<file path="src/pofs_pkg.sv">
// Shared constants and state types for the link power and init state machines.
package pofs_pkg;

   // Clock and derived timing.
   localparam int CLK_PERIOD_NS = 40;
   localparam int INVALID_MAX_NS = 53;
   // A longest time rounds down, but never below one cycle.
   localparam int INVALID_MAX_CYC = (INVALID_MAX_NS / CLK_PERIOD_NS < 1) ? 1 :
                                    INVALID_MAX_NS / CLK_PERIOD_NS;
   localparam int COMINIT_LIMIT_MS = 10;
   localparam int COMINIT_LIMIT_CYC = COMINIT_LIMIT_MS * 1000000 / CLK_PERIOD_NS;
   localparam int WAIT_W = 18;

   // Out-of-band burst shaping, in clock cycles.
   localparam int COMINIT_BURSTS = 6;
   localparam int COMWAKE_BURSTS = 6;
   localparam int BURST_ON_CYC = 3;
   localparam int COMINIT_GAP_CYC = 8;
   localparam int COMWAKE_GAP_CYC = 3;
   localparam int BURST_CNT_W = 8;
   localparam int BURST_NUM_W = 4;

   // Input synchroniser layout.
   localparam int SYNC_W = 2;
   localparam int SYNC_WAKE = 0;
   localparam int SYNC_RESET = 1;

   typedef enum logic [2:0] {
      HOST_IDLE = 3'h0,
      HOST_SLEEP = 3'h1,
      HOST_WAKE_SEND = 3'h2,
      HOST_WAIT_WAKE_END = 3'h3,
      HOST_RATE_CHANGE = 3'h4,
      HOST_SEND_SYNC = 3'h5
   } pofs_host_state_t;

   typedef enum logic [1:0] {
      DEV_RESET = 2'h0,
      DEV_INIT_SEND = 2'h1,
      DEV_WAIT_WAKE = 2'h2
   } pofs_dev_state_t;

endpackage

</file>
<file path="src/pofs_phy_init.sv">
// Host sleep, wake and rate-change states plus device reset and COMINIT states.
module pofs_phy_init #(
   parameter int unsigned COMINIT_LIMIT = pofs_pkg::COMINIT_LIMIT_CYC,
   parameter bit ASYNC_RECOVERY = 1'b1
) (
   input wire logic ref_clk_in,
   input wire logic reset_in,
   input wire logic sleep_req_in,
   input wire logic phy_ready_in,
   input wire logic rate_done_in,
   input wire logic sync_done_in,
   input wire logic pwr_seq_done_in,
   input wire logic comwake_det_in,
   input wire logic comreset_det_in,
   output logic [2:0] host_state_out,
   output logic host_tx_quiet_out,
   output logic host_tx_invalid_out,
   output logic host_comwake_burst_out,
   output logic host_rx_relock_out,
   output logic wake_owed_flag_out,
   output logic host_wake_remote_out,
   output logic [1:0] dev_state_out,
   output logic dev_tx_quiet_out,
   output logic dev_cominit_burst_out
);

   // Pin synchronisers: three stages, a change counts once stages two and three agree.
   logic [pofs_pkg::SYNC_W-1:0] raw_in;
   logic [pofs_pkg::SYNC_W-1:0] s1_q, s2_q, s3_q, filt_q;
   assign raw_in = {comreset_det_in, comwake_det_in};
   genvar gi;
   generate
      for (gi = 0; gi < pofs_pkg::SYNC_W; gi++) begin : g_sync
         always_ff @(posedge ref_clk_in or posedge reset_in) begin
            if (reset_in) begin
               s1_q[gi] <= 1'b0;
               s2_q[gi] <= 1'b0;
               s3_q[gi] <= 1'b0;
               filt_q[gi] <= 1'b0;
            end else begin
               s1_q[gi] <= raw_in[gi];
               s2_q[gi] <= s1_q[gi];
               s3_q[gi] <= s2_q[gi];
               filt_q[gi] <= (s2_q[gi] == s3_q[gi]) ? s3_q[gi] : filt_q[gi];
            end
         end
      end
   endgenerate

   wire comwake_f = filt_q[pofs_pkg::SYNC_WAKE];
   wire comreset_f = filt_q[pofs_pkg::SYNC_RESET];

   // ---------------- Host side ----------------
   pofs_pkg::pofs_host_state_t host_q, host_d;
   logic wake_seen_q, wake_owed_q, relock_q;
   logic wstart_q;
   logic [pofs_pkg::BURST_NUM_W-1:0] inv_cnt_q;
   logic wburst, wbusy, wdone;

   wire h_sleep = (host_q == pofs_pkg::HOST_SLEEP);
   wire h_wsend = (host_q == pofs_pkg::HOST_WAKE_SEND);
   wire h_wend = (host_q == pofs_pkg::HOST_WAIT_WAKE_END);
   wire h_rate = (host_q == pofs_pkg::HOST_RATE_CHANGE);
   wire enter_sleep = !h_sleep && (host_d == pofs_pkg::HOST_SLEEP);
   // Remote wake seen so far, including one arriving in this very cycle.
   wire wake_seen = wake_seen_q | (h_sleep & comwake_f);
   wire inv_window = h_rate && (inv_cnt_q < pofs_pkg::BURST_NUM_W'(pofs_pkg::INVALID_MAX_CYC));
   wire wstart = h_wsend && !wstart_q;

   // Host next state; sleep exit needs both the link release and a recovered phy.
   always_comb begin
      host_d = host_q;
      unique case (host_q)
         pofs_pkg::HOST_IDLE: begin
            if (sleep_req_in) host_d = pofs_pkg::HOST_SLEEP;
         end
         pofs_pkg::HOST_SLEEP: begin
            if (sleep_req_in || !phy_ready_in) host_d = pofs_pkg::HOST_SLEEP;
            else if (wake_seen) host_d = pofs_pkg::HOST_WAIT_WAKE_END;
            else host_d = pofs_pkg::HOST_WAKE_SEND;
         end
         pofs_pkg::HOST_WAKE_SEND: begin
            if (wdone) host_d = pofs_pkg::HOST_WAIT_WAKE_END;
         end
         pofs_pkg::HOST_WAIT_WAKE_END: begin
            if (!comwake_f) host_d = pofs_pkg::HOST_RATE_CHANGE;
         end
         pofs_pkg::HOST_RATE_CHANGE: begin
            if (rate_done_in) host_d = pofs_pkg::HOST_SEND_SYNC;
         end
         pofs_pkg::HOST_SEND_SYNC: begin
            if (sync_done_in) host_d = pofs_pkg::HOST_IDLE;
         end
         default: host_d = pofs_pkg::HOST_IDLE;
      endcase
   end

   // Host registers; the seen flag is cleared only on entry to sleep, and that clear wins over a set.
   always_ff @(posedge ref_clk_in or posedge reset_in) begin
      if (reset_in) begin
         host_q <= pofs_pkg::HOST_IDLE;
         wake_seen_q <= 1'b0;
         wake_owed_q <= 1'b0;
         relock_q <= 1'b0;
         wstart_q <= 1'b0;
         inv_cnt_q <= '0;
      end else begin
         host_q <= host_d;
         wake_seen_q <= enter_sleep ? 1'b0 : wake_seen;
         wake_owed_q <= (h_sleep && ASYNC_RECOVERY) ||
                        (wake_owed_q && host_d != pofs_pkg::HOST_SEND_SYNC);
         relock_q <= h_rate && rate_done_in;
         wstart_q <= h_wsend;
         inv_cnt_q <= h_rate ? (inv_window ? inv_cnt_q + 1'b1 : inv_cnt_q) : '0;
      end
   end

   pofs_burst_gen #(
      .BURSTS(pofs_pkg::COMWAKE_BURSTS),
      .ON_CYC(pofs_pkg::BURST_ON_CYC),
      .GAP_CYC(pofs_pkg::COMWAKE_GAP_CYC)
   ) u_wake_gen (
      .ref_clk_in(ref_clk_in),
      .reset_in(reset_in),
      .start_in(wstart),
      .burst_out(wburst),
      .busy_out(wbusy),
      .done_out(wdone)
   );

   // Host line: quiet in sleep, never quiet while the rate changes.
   assign host_state_out = host_q;
   assign host_tx_quiet_out = h_sleep || h_wend || (h_wsend && !wburst);
   assign host_tx_invalid_out = inv_window;
   assign host_comwake_burst_out = wburst;
   assign host_rx_relock_out = relock_q;
   assign wake_owed_flag_out = wake_owed_q;
   assign host_wake_remote_out = wake_seen_q;

   // ---------------- Device side ----------------
   // Raw COMRESET joins power-on reset as an asynchronous reset; it reaches a data input
   // only at the first synchroniser stage, so a glitch can only push the machine back to its reset state.
   wire dev_arst = reset_in | comreset_det_in;
   pofs_pkg::pofs_dev_state_t dev_q, dev_d;
   logic dstart_q;
   logic [pofs_pkg::WAIT_W-1:0] wait_q;
   logic [pofs_pkg::BURST_NUM_W-1:0] bseen_q;
   logic dburst, dburst_q, dbusy, ddone;

   wire d_reset = (dev_q == pofs_pkg::DEV_RESET);
   wire d_init = (dev_q == pofs_pkg::DEV_INIT_SEND);
   wire wait_hit = (wait_q >= pofs_pkg::WAIT_W'(COMINIT_LIMIT - 1));
   // Send once power-up is done, or at the latest when the wait runs out.
   wire dstart = d_init && !dstart_q && (pwr_seq_done_in || wait_hit);

   // Device next state; the synchronised COMRESET overrides every other term.
   always_comb begin
      dev_d = dev_q;
      unique case (dev_q)
         pofs_pkg::DEV_RESET: begin
            if (!comreset_f) dev_d = pofs_pkg::DEV_INIT_SEND;
         end
         pofs_pkg::DEV_INIT_SEND: begin
            if (ddone) dev_d = pofs_pkg::DEV_WAIT_WAKE;
         end
         pofs_pkg::DEV_WAIT_WAKE: dev_d = pofs_pkg::DEV_WAIT_WAKE;
         default: dev_d = pofs_pkg::DEV_RESET;
      endcase
      if (comreset_f) dev_d = pofs_pkg::DEV_RESET;
   end

   // Device registers, all thrown back by either reset source.
   always_ff @(posedge ref_clk_in or posedge dev_arst) begin
      if (dev_arst) begin
         dev_q <= pofs_pkg::DEV_RESET;
         dstart_q <= 1'b0;
         wait_q <= '0;
         bseen_q <= '0;
         dburst_q <= 1'b0;
      end else begin
         dev_q <= dev_d;
         dstart_q <= d_init && (dstart_q || dstart);
         wait_q <= (d_init && !dstart_q && !wait_hit) ? wait_q + 1'b1 : (d_init ? wait_q : '0);
         bseen_q <= !d_init ? '0 : (dburst && !dburst_q) ? bseen_q + 1'b1 : bseen_q;
         dburst_q <= dburst;
      end
   end

   pofs_burst_gen #(
      .BURSTS(pofs_pkg::COMINIT_BURSTS),
      .ON_CYC(pofs_pkg::BURST_ON_CYC),
      .GAP_CYC(pofs_pkg::COMINIT_GAP_CYC)
   ) u_init_gen (
      .ref_clk_in(ref_clk_in),
      .reset_in(dev_arst),
      .start_in(dstart),
      .burst_out(dburst),
      .busy_out(dbusy),
      .done_out(ddone)
   );

   assign dev_state_out = dev_q;
   assign dev_tx_quiet_out = !dburst;
   assign dev_cominit_burst_out = dburst;
endmodule

</file>
<file path="src/pofs_burst_gen.sv">
// Out-of-band burst train generator: a fixed number of bursts with fixed gaps.
module pofs_burst_gen #(
   parameter int BURSTS = 6,
   parameter int ON_CYC = 3,
   parameter int GAP_CYC = 8
) (
   input wire logic ref_clk_in,
   input wire logic reset_in,
   input wire logic start_in,
   output logic burst_out,
   output logic busy_out,
   output logic done_out
);

   logic busy_q, busy_d;
   logic on_q, on_d;
   logic done_q, done_d;
   logic [pofs_pkg::BURST_CNT_W-1:0] cnt_q, cnt_d;
   logic [pofs_pkg::BURST_NUM_W-1:0] num_q, num_d;

   wire cnt_zero = (cnt_q == '0);
   wire last_burst = (num_q == pofs_pkg::BURST_NUM_W'(BURSTS - 1));

   // Next-state: the train ends after the gap of the last burst, so line settles.
   always_comb begin
      busy_d = busy_q;
      on_d = on_q;
      cnt_d = cnt_q;
      num_d = num_q;
      done_d = 1'b0;
      if (!busy_q) begin
         if (start_in) begin
            busy_d = 1'b1;
            on_d = 1'b1;
            num_d = '0;
            cnt_d = pofs_pkg::BURST_CNT_W'(ON_CYC - 1);
         end
      end else if (!cnt_zero) begin
         cnt_d = cnt_q - 1'b1;
      end else if (on_q) begin
         on_d = 1'b0;
         cnt_d = pofs_pkg::BURST_CNT_W'(GAP_CYC - 1);
      end else if (last_burst) begin
         busy_d = 1'b0;
         done_d = 1'b1;
      end else begin
         num_d = num_q + 1'b1;
         on_d = 1'b1;
         cnt_d = pofs_pkg::BURST_CNT_W'(ON_CYC - 1);
      end
   end

   // Train registers.
   always_ff @(posedge ref_clk_in or posedge reset_in) begin
      if (reset_in) begin
         busy_q <= 1'b0;
         on_q <= 1'b0;
         done_q <= 1'b0;
         cnt_q <= '0;
         num_q <= '0;
      end else begin
         busy_q <= busy_d;
         on_q <= on_d;
         done_q <= done_d;
         cnt_q <= cnt_d;
         num_q <= num_d;
      end
   end

   assign burst_out = busy_q & on_q;
   assign busy_out = busy_q;
   assign done_out = done_q;

endmodule

</file>
<file path="config.mk">
export PLATFORM = sky130hd
export DESIGN_NAME = pofs_phy_init
export DESIGN_NICKNAME = d
export VERILOG_FILES = /design/src/pofs_pkg.sv /design/src/pofs_phy_init.sv /design/src/pofs_burst_gen.sv
export SDC_FILE = /design/constraint.sdc
export NUM_CORES = 1
export LEC_CHECK = 0
export BUFFER_PORTS_ARGS = -buffer_cell sky130_fd_sc_hd__buf_2
export CORE_ASPECT_RATIO = 0.8
export CORE_MARGIN = 1
export CORE_UTILIZATION = 40
export DETAILED_ROUTE_END_ITERATION = 16
export GPL_TIMING_DRIVEN = 0
export HOLD_SLACK_MARGIN = 0.08
export PLACE_DENSITY = 0.59
export SLEW_MARGIN = 20
export SYNTH_ARGS = -nofsm -noshare
export SYNTH_HDL_FRONTEND = slang
export SYNTH_SLANG_ARGS = --single-unit
</file>
<file path="constraint.sdc">
create_clock -name ref_clk_in -period 5 [get_ports ref_clk_in]
set_clock_uncertainty 0.05 [all_clocks]
set_input_delay 1 -clock ref_clk_in [delete_from_list [all_inputs] [get_ports ref_clk_in]]
set_output_delay 1 -clock ref_clk_in [all_outputs]
set_load 0.02 [all_outputs]
</file>
==> reports/metrics.csv, run 1 <==
stage,metric,value,unit
status,status,completed,
finish,stdcell_area,4300,µm²
synthesis,synth_cell_types,58,
floorplan,dieWidth,110,µm
finish,fillers,860,
placement,hpwlAfterDp,5200,µm
synthesis,async_flop_share,100,%
min_path,hp-class,reg -> reg,
clocking,cts_tree,built,
setup_path,end_kind,output port,
placement,gp_congestion,0.809,
grt,grt-ovfl-total,0,
route,vias,2808,
clocking,hold_buffers,0,
min_path,hold_path_startpoint,s1_q[1]$_DFF_PP0_,
route,final_antenna_net_count,0,
clocking,htree_levels,3,
clocking,cts-resized-gates,0,
clocking,cts_made_buffers,9,
min_path,holdPathStages,0,
route,drc_errors,0,
setup_path,reg2reg_depth,8,
grt,grt_first_pass_wirelength,13100,µm
floorplan,die-area,9730,µm²
min_path,hold_end,s2_q[1]$_DFF_PP0_,
setup_path,reg2reg_to,u_init_gen.cnt_q[7]$_DFFE_PP0P_,
grt,grt_pass1_vias,2693,
power,ir_drop,285,µV
route,firstDrtPassIters,4,
route,wl_per_cell,14.1,µm
floorplan,core_area,9080,µm²
synthesis,ys_top_cells_by_count,"dfrtp_1 (70), nand2_1 (36), inv_1 (24), nor2_1 (24), o21ai_0 (22)",
route,wl,7430,µm
clocking,cts_sinks,70,
power,cellLeakagePower,0.00193,µW
timing,setup_tns,0,ns
synthesis,yosysMostFrequentCell,dfrtp_1,
timing,setup_viol,0,
synthesis,yosysTopAreaCell,dfrtp_1,
finish,area_growth,15.2,%
setup_path,cp.arrival,1.80,ns
timing,max_slew_margin,53.1,%
clocking,cts_buffer_depth,2,
grt,grt_use_total,17.8,%
floorplan,start_util,41.1,%
synthesis,yosysTopAreaCellShare,46.9,%
run,drv_cap,0,
grt,grt_max_degree,35,
timing,rsz0062_at_grt,no,
setup_path,cp_max_fo,10,
setup_path,crit_required,3.95,ns
synthesis,netlist_instances,373,
setup_path,r2r_setup_slack,2.70,ns
synthesis,ys_dominant_reg_cell,dfrtp_1,
timing,min_period,2.85,ns
synthesis,yosysSeqAreaShare,46.9,%
timing,finalHoldViolCount,0,
grt,antenna_found_initial,0,
synthesis,synthesis.area,3730,µm²
floorplan,die_h,88.4,µm
finish,drive_above_1_share,14.4,%
placement,io_buffers,21,
finish,fin_nets,428,
timing,finalCritPeriodShare,57.0,%
synthesis,syn_area_per_cell,10.0,µm²
timing,slew_violations,0,
timing,max_slew.worst_pin.slew,0.702,ns
synthesis,synth_nets,395,
floorplan,fp-row-count,31,
setup_path,cp-start-kind,register,
timing,max_freq,351,MHz
finish,n_antenna_cell,0,
route,via_per_inst,5.34,
placement,placed_cell_area,4020,µm²
clocking,worst_skew_pair.late_latency,0.33,ns
floorplan,io_pins,22,
synthesis,yosys_warnings,0,
placement,place_inst,510,
clocking,postCtsSetupBuffers,0,
finish,fin_cells,526,
synthesis,synth_edf_count,0,
setup_path,worst-setup-path-type,reg -> out,
setup_path,reg2reg_from,u_init_gen.cnt_q[0]$_DFFE_PP0P_,
route,detail_route.iter0.violations,123,
synthesis,ys_top_cells_by_area,"dfrtp_1 (47%), ha_1 (4.4%), mux2i_1 (4.0%)",
clocking,clkTransAtPathRegs,0.05,ns
synthesis,synth-seq-cells,70,
power,powerDensity,524,nW/µm²
clocking,cts-root-buf,clkbuf_16,
## worst max-delay path by stage
stage	start	to	cells past startpoint
after global placement	reset_in	u_init_gen.cnt_q[4]$_DFFE_PP0P_	2
after global routing	u_init_gen.busy_out$_DFF_PP0_	dev_cominit_burst_out	5
final	u_init_gen.busy_out$_DFF_PP0_	dev_cominit_burst_out	5
after detailed placement	u_init_gen.busy_out$_DFF_PP0_	dev_cominit_burst_out	5
after CTS	u_init_gen.busy_out$_DFF_PP0_	dev_cominit_burst_out	5
after floorplan	reset_in	dev_state_out[0]$_DFFE_PP0P_	1
## final cells by class
| class | instances | area (µm²) | share of cell area [%] |
|---|---|---|---|
| multi-input cells | 268 | 1860 | 43.2 |
| flip-flops and latches | 70 | 1750 | 40.7 |
| clock buffers | 11 | 233 | 5.41 |
| well taps | 115 | 144 | 3.34 |
| repair buffers | 22 | 133 | 3.08 |
| inverters | 24 | 90.1 | 2.09 |
| clock inverters | 5 | 50.0 | 1.16 |
| plain buffers | 11 | 43.8 | 1.02 |
## where the power goes
group,internal (µW),leakage (µW),switching [µW]
combinational,335,0.000876,469
sequential,696,0.000909,141
clock,382,0.000143,230
## state kept, by name, summed over array words and instances, names as in the netlist, 2 cells and up
| register | count |
|---|---|
| dev_state_out | 2 |
| inv_cnt_q | 4 |
| u_init_gen.cnt_q | 8 |
| u_init_gen.num_q | 4 |
| s2_q | 2 |
| host_state_out | 3 |
| wait_q | 18 |
| s1_q | 2 |
| s3_q | 2 |
| u_wake_gen.num_q | 4 |
| u_wake_gen.cnt_q | 8 |
## cells by family after synthesis
logic type,synth area share (%)
compound gates,13.7
xor+xnor,1.88
fa+ha+maj,4.89
buf+inv,3.58
flops,46.9
mux,4.62
simple gates,24.4
## layout by cell type (no fill, tap or decap), types with 9 or more instances in the layout
cell type / instances
ha_1: 13
dfrtp_1: 70
buf_2: 23
a21oi_1: 14
clkbuf_16: 9
nor3_1: 12
nand2_1: 36
inv_1: 23
mux2i_1: 15
nor2_1: 23
clkbuf_1: 11
o21ai_0: 22
nand2b_1: 16
a22o_1: 10
## routing by layer
metal / up-vias / global-route usage (%) / share of wire [%]
met1: 1340 / 24.2 / 50
met5: - / 0 / 0
met3: 10 / 6.11 / 4.9
met4: 0 / 5.09 / 1.1
li1: 1409 / - / -
met2: 49 / 27.0 / 44
## per-stage QoR
step	hold WS (ns)	power [µW]	setup WS (ns)	util [%]
floorplan	0.281	1450	1.96	-
global placement	0.284	1640	0.741	43.9
detailed placement	0.290	1650	2.48	44.3
CTS	0.302	2290	2.12	47.4
global route	0.304	2440	1.98	47.4
finish	0.299	2250	2.15	47.4
## worst max-delay path, stage by stage, from the launching register on
cell and delay [ns]:
dfrtp_1 0.36, clkbuf_1 0.32, clkbuf_1 0.43, nand2_1 0.14, inv_1 0.07, buf_2 0.15
(Power assumes the default switching activity.)
==> run 2, diff against run 1 <==
- ABC_AREA: not set -> 1
- PLACE_DENSITY: 0.59 -> 0.61
- clock period: 5 -> 2.6 ns (I/O delays scaled with it)
==> reports/metrics.csv, run 2 <==
stage,metric,value,unit,change
synthesis,async_flop_share,100,%,unchanged
timing,max_freq,441,MHz,
power,cellLeakagePower,0.00207,µW,+7.5%
power,ir_drop,713,µV,+150%
grt,use_met3,6.41,%,+0.29 points
synthesis,syn_area_per_cell,8.46,µm²,-16%
synthesis,synthesis.area,3730,µm²,-0.10%
finish,multiInputGateArea,1740,µm²,-6.1%
placement,dp_slack,0.685,ns,-1.80 ns
placement,hpwlAfterDp,5100,µm,-2.0%
setup_path,worst-setup-path-type,reg -> out,,
finish,regArea,1750,µm²,unchanged
clocking,cts_buffer_depth,2,,unchanged
setup_path,crit_path_frequent_cell,nor2_1,,
synthesis,yosysTopAreaCellShare,46.9,%,+0.047 points
synthesis,synth_cell_types,37,,-36%
floorplan,io_pins,22,,unchanged
timing,max_slew_margin,54.6,%,+1.5 points
setup_path,crit_required,2.03,ns,-1.92 ns
status,status,completed,,
finish,utilization,47.7,%,+0.29 points
route,firstDrtPassIters,4,,unchanged
placement,gp_congestion,0.807,,-0.21%
synthesis,ys_top_cells_by_area,"dfrtp_1 (47%), nand2_1 (10%), inv_1 (5.5%)",,
grt,grt_use_total,16.9,%,-0.96 points
setup_path,path_buf_inv,1,,-3
route,drc_errors,0,,unchanged
setup_path,cp_slowest_cell,dfrtp_1,,
synthesis,synth_nets,463,,+17%
synthesis,synth-seq-cells,70,,unchanged
clocking,cts-root-buf,clkbuf_16,,
placement,io_buffers,21,,unchanged
grt,grt_pass1_vias,2839,,+5.4%
finish,area_growth,15.5,%,
grt,grt_first_pass_wirelength,12700,µm,-3.1%
grt,gr-usage-met1,22.1,%,-2.1 points
floorplan,die_h,88.4,µm,about the same
min_path,hp-class,in -> async,,
route,wl,7030,µm,-5.4%
power,powerDensity,874,nW/µm²,+67%
finish,n_antenna_cell,0,,unchanged
finish,mostFrequentLayoutCells,"nand2_1 (101), dfrtp_1 (70), inv_1 (54)",,
timing,finalHoldViolCount,0,,unchanged
setup_path,critPathTopFamily,simple AND/OR/NAND/NOR gates,,
timing,setup_viol,0,,unchanged
setup_path,cp_slowest_stage_delay,0.45,ns,+0.02 ns
clocking,clkTransAtPathRegs,0.06,ns,about the same
floorplan,dieWidth,110,µm,about the same
clocking,cts_sinks,70,,unchanged
grt,busiest_layer,met2,,
clocking,cts_made_buffers,9,,unchanged
timing,rsz0062_at_grt,no,,
floorplan,core_area,9040,µm²,-0.43%
timing,hold_ws,0.164,ns,-0.136 ns
route,wl_per_cell,11.8,µm,-16%
synthesis,netlist_instances,441,,+18%
finish,drive_above_1_share,16.1,%,+1.7 points
timing,slew_violations,0,,unchanged
clocking,worst_skew_pair.late_latency,0.33,ns,about the same
floorplan,start_util,41.3,%,+0.14 points
grt,antenna_found_initial,0,,unchanged
synthesis,ys_dominant_reg_cell,dfrtp_1,,
floorplan,fp-row-count,31,,unchanged
setup_path,cp.arrival,1.70,ns,-0.10 ns
grt,grt-ovfl-total,0,,unchanged
setup_path,cp-start-kind,register,,
clocking,cts_tree,built,,
timing,setup_slack,0.334,ns,-1.82 ns
setup_path,end_kind,output port,,
synthesis,ys_top_cells_by_count,"nand2_1 (101), dfrtp_1 (70), inv_1 (55)",,
synthesis,yosys_warnings,0,,unchanged
timing,min_period,2.27,ns,
route,vias,2938,,+4.6%
timing,finalCritPeriodShare,87.2,%,
route,detail_route.iter0.violations,177,,+44%
synthesis,synth_edf_count,0,,unchanged
finish,reg_top3,"wait_q x18, u_init_gen.cnt_q x8, u_wake_gen.cnt_q x8",,
synthesis,yosysTopAreaCell,dfrtp_1,,
synthesis,yosysSeqAreaShare,46.9,%,+0.047 points
setup_path,cp_max_fo,7,,-3
setup_path,path_cells,"nor2_1, nand2_1, nor2_1, buf_2",,
run,drv_cap,0,,unchanged
grt,grtUsageMet2,26.6,%,-0.45 points
synthesis,yosysMostFrequentCell,nand2_1,,
clocking,hold_buffers,0,,unchanged
finish,largest_register_ff_count,18,,unchanged
clocking,cts-resized-gates,0,,unchanged
floorplan,die-area,9720,µm²,about the same
finish,fin_nets,496,,+16%
clocking,htree_levels,3,,unchanged
clocking,postCtsSetupBuffers,0,,unchanged
finish,largest_register,wait_q,,
route,via_per_inst,4.95,,-7.3%
finish,fillers,876,,+1.9%
finish,mostFrequentLayoutCell,nand2_1,,
timing,max_slew.worst_pin.slew,0.679,ns,-0.0232 ns
route,final_antenna_net_count,0,,unchanged
grt,grt_max_degree,35,,unchanged
## run 2: worst register-to-register path, delay by kind of cell (launching register included)
| family | cells | cell delay, ns |
|---|---|---|
| adders and majority gates | 1 | 0.35 |
| AOI/OAI and AO/OA | 1 | 0.05 |
| buffers and inverters | 3 | 0.36 |
| DFF | 1 | 0.39 |
| and+or+nand+nor | 4 | 0.56 |
## run 2: final timing paths
check	from	to	slack (ns)	cells past startpoint
worst min-delay path	reset_in	wait_q[3]$_DFFE_PP0P_	0.16	2
worst max register to register	dev_state_out[1]$_DFFE_PP0P_	wait_q[16]$_DFFE_PP0P_	0.74	9
worst max-delay path	host_state_out[1]$_DFF_PP0_	host_tx_invalid_out	0.33	4
max in group asynchronous	reset_in	u_wake_gen.num_q[0]$_DFFE_PP0P_	1.79	2
min in group ref_clk_in	comwake_det_in	s1_q[0]$_DFF_PP0_	0.24	1
worst min register to register	s1_q[0]$_DFF_PP0_	s2_q[0]$_DFF_PP0_	0.30	0
## run 2: final cells by class
cell class / instances / area share, %
Sequential cell: 70 / 40.7
Multi-Input combinational cell: 308 / 40.4
Clock buffer: 12 / 5.95
Inverter: 60 / 5.23
Tap cell: 115 / 3.34
Timing Repair Buffer: 22 / 2.90
Clock inverter: 4 / 1.05
Buffer: 3 / 0.436
## run 2: power breakdown
group / switching [µW] / internal [µW]
sequential: 156 / 1270
combinational: 729 / 387
clock: 437 / 789
total: 1320 / 2450
## run 2: cells by family after synthesis
kind of cell | share of synthesized area, %
compound gates | 7.55
fa+ha+maj | 4.90
buf+inv | 6.54
flops | 46.9
simple gates | 30.3
xor+xnor | 3.76
## run 2: layer usage
layer / wire length (µm) / vias to the layer above / part of all wire [%]
met2: 3110 / 57 / 44
met1: 3600 / 1360 / 51
met5: 0 / - / 0
met4: 46 / 0 / 0.65
li1: - / 1515 / -
met3: 278 / 6 / 4.0
## run 2: per-stage QoR
step	TNS, ns	instance area (µm²)	power [µW]	cells
after global placement	-42.18	3980	2530	577
after floorplan	0	3730	2280	441
after global routing	0	4310	4040	594
after CTS	0	4310	3820	594
after detailed placement	0	4010	2560	578
final	0	4310	3770	594
==> run 3, diff against run 2 <==
- CTS_BUF_LIST: not set -> sky130_fd_sc_hd__clkbuf_4 sky130_fd_sc_hd__clkbuf_8
- GPL_TIMING_DRIVEN: 0 -> not set
- MAX_ROUTING_LAYER: not set -> met4
==> reports/metrics.csv, run 3 (synthesis gave the netlist of run 2 again) <==
stage,metric,value,unit,change
grt,grt-ovfl-total,0,,unchanged
timing,rsz0062_at_grt,no,,
min_path,hold_path_startpoint,comwake_det_in,,
route,firstDrtPassIters,4,,unchanged
timing,setup_viol,0,,unchanged
setup_path,cp-start-kind,register,,
finish,largest_register,wait_q,,
setup_path,cp_slowest_stage_delay,0.46,ns,about the same
setup_path,cp_max_fo,7,,unchanged
setup_path,critPathTopFamily,simple AND/OR/NAND/NOR gates,,
setup_path,path_buf_inv,1,,unchanged
finish,mostFrequentLayoutCells,"nand2_1 (101), dfrtp_1 (70), inv_1 (55)",,
clocking,cts_made_buffers,9,,unchanged
finish,drive_above_1_share,16.1,%,+0.067 points
setup_path,reg2reg_from,dev_state_out[1]$_DFFE_PP0P_,,
timing,finalHoldViolCount,0,,unchanged
finish,mostFrequentLayoutCell,nand2_1,,
clocking,cts_buffer_depth,2,,unchanged
timing,max_freq,441,MHz,-0.14%
setup_path,cp.arrival,1.70,ns,about the same
timing,max_slew.worst_pin.slew,0.461,ns,-0.218 ns
route,vias,2910,,-0.95%
clocking,postCtsSetupBuffers,0,,unchanged
grt,grt_use_total,17.2,%,+0.38 points
setup_path,crit_required,2.03,ns,about the same
route,detail_route.iter0.violations,142,,-20%
grt,antenna_found_initial,0,,unchanged
setup_path,end_kind,output port,,
floorplan,dieWidth,110,µm,unchanged
power,swShare,35.9,%,+0.82 points
floorplan,core_area,9040,µm²,unchanged
finish,reg_top3,"wait_q x18, u_init_gen.cnt_q x8, u_wake_gen.cnt_q x8",,
placement,gp_congestion,0.841,,+4.2%
power,p_clk_share,30.6,%,-1.9 points
finish,fillers,875,,-0.11%
timing,setup_tns,0,ns,unchanged
floorplan,io_pins,22,,unchanged
timing,finalCritPeriodShare,87.3,%,+0.13 points
power,pwr-share-seq,39.8,%,+1.9 points
min_path,hp-class,in -> reg,,
route,wl_per_cell,12.1,µm,+1.9%
finish,area_growth,13.5,%,
route,final_antenna_net_count,0,,unchanged
power,internal_power,2320,µW,-5.4%
grt,grt_first_pass_wirelength,12500,µm,-1.7%
power,ir_drop,613,µV,-14%
clocking,hold_buffers,0,,unchanged
clocking,worst_skew_pair.late_latency,0.35,ns,+0.02 ns
finish,n_antenna_cell,0,,unchanged
grt,grt_max_degree,37,,+5.7%
route,wl,7140,µm,+1.6%
setup_path,startpoint,host_state_out[1]$_DFF_PP0_,,
clocking,clkTransAtPathRegs,0.08,ns,+0.02 ns
status,status,completed,,
clocking,cts-resized-gates,0,,unchanged
setup_path,path_cells,"nor2_1, nand2_1, nor2_1, buf_2",,
clocking,cts-root-buf,clkbuf_8,,
floorplan,start_util,41.3,%,unchanged
floorplan,fp-row-count,31,,unchanged
route,via_per_inst,4.92,,-0.62%
clocking,htree_levels,3,,unchanged
power,power_frac_comb,29.6,%,about the same
setup_path,worst-setup-path-type,reg -> out,,
grt,grt_pass1_vias,2731,,-3.8%
power,switchingPower,1300,µW,-2.0%
finish,fin_nets,494,,-0.40%
setup_path,cp_slowest_cell,dfrtp_1,,
power,powerDensity,852,nW/µm²,-2.5%
finish,largest_register_ff_count,18,,unchanged
setup_path,crit_path_frequent_cell,nor2_1,,
run,drv_cap,0,,unchanged
clocking,cts_tree,built,,
timing,min_period,2.27,ns,+0.00328 ns
floorplan,die_h,88.4,µm,unchanged
clocking,cts_sinks,70,,unchanged
placement,io_buffers,21,,unchanged
route,drc_errors,0,,unchanged
power,cellLeakagePower,0.00204,µW,-1.7%
finish,utilization,46.9,%,-0.82 points
timing,slew_violations,0,,unchanged
placement,hpwlAfterDp,5110,µm,+0.17%
timing,max_slew_margin,69.0,%,+14 points
floorplan,die-area,9720,µm²,unchanged
run 3: changes by cell type in the layout (fill, tap and decap cells not counted), moves of 2 or more:
cell / previous run / this run
buf_4: 0 / 2
bufinv_16: 1 / 3
clkbuf_1: 3 / 0
clkbuf_16: 9 / 0
clkbuf_8: 2 / 10
clkinv_2: 3 / 0
run 3: path summary, 6_finish.rpt:
| check | to | slack, ns | depth (start not counted) |
|---|---|---|---|
| max | host_tx_invalid_out | 0.33 | 4 |
| min | s1_q[0]$_DFF_PP0_ | 0.22 | 1 |
| max reg2reg | wait_q[14]$_DFFE_PP0P_ | 0.62 | 9 |
| min reg2reg | s2_q[1]$_DFF_PP0_ | 0.31 | 0 |
| max in group asynchronous | wait_q[17]$_DFFE_PP0P_ | 1.87 | 3 |
| min in group asynchronous | s1_q[1]$_DFF_PP0_ | 0.23 | 3 |
run 3: layout make-up:
type | count | area, µm² | area share (%)
Sequential cell | 70 | 1750 | 41.4
Multi-Input combinational cell | 308 | 1740 | 41.2
Inverter | 60 | 225 | 5.32
Clock buffer | 11 | 145 | 3.43
Tap cell | 115 | 144 | 3.40
Timing Repair Buffer | 23 | 120 | 2.84
Clock inverter | 5 | 106 | 2.51
run 3: power groups by stage:
stage               clock (µW)  combinational (µW)  sequential (µW)
floorplan                    0                 810             1470
detailed placement           0                1090             1450
global placement             0                1050             1450
global route              1190                1230             1460
CTS                       1140                1090             1440
finish                    1100                1070             1440
run 3: per-stage QoR:
step | hold slack [ns] | total power [µW] | setup slack, ns | area [µm²] | std cells
after floorplan | 0.281 | 2280 | 0.0358 | 3730 | 441
after global placement | 0.300 | 2500 | 0.699 | 3980 | 576
after detailed placement | 0.291 | 2540 | 0.611 | 3980 | 576
after CTS | 0.196 | 3670 | 0.312 | 4240 | 592
after global routing | 0.186 | 3880 | 0.190 | 4240 | 592
final | 0.218 | 3610 | 0.331 | 4240 | 592
run 3: routing by layer:
layer / routed length [µm] / global-route usage (%)
met1: 3650 / 23.3
met2: 3190 / 24.3
met3: 288 / 5.38
met4: 17 / 5.94
met5: 0 / -
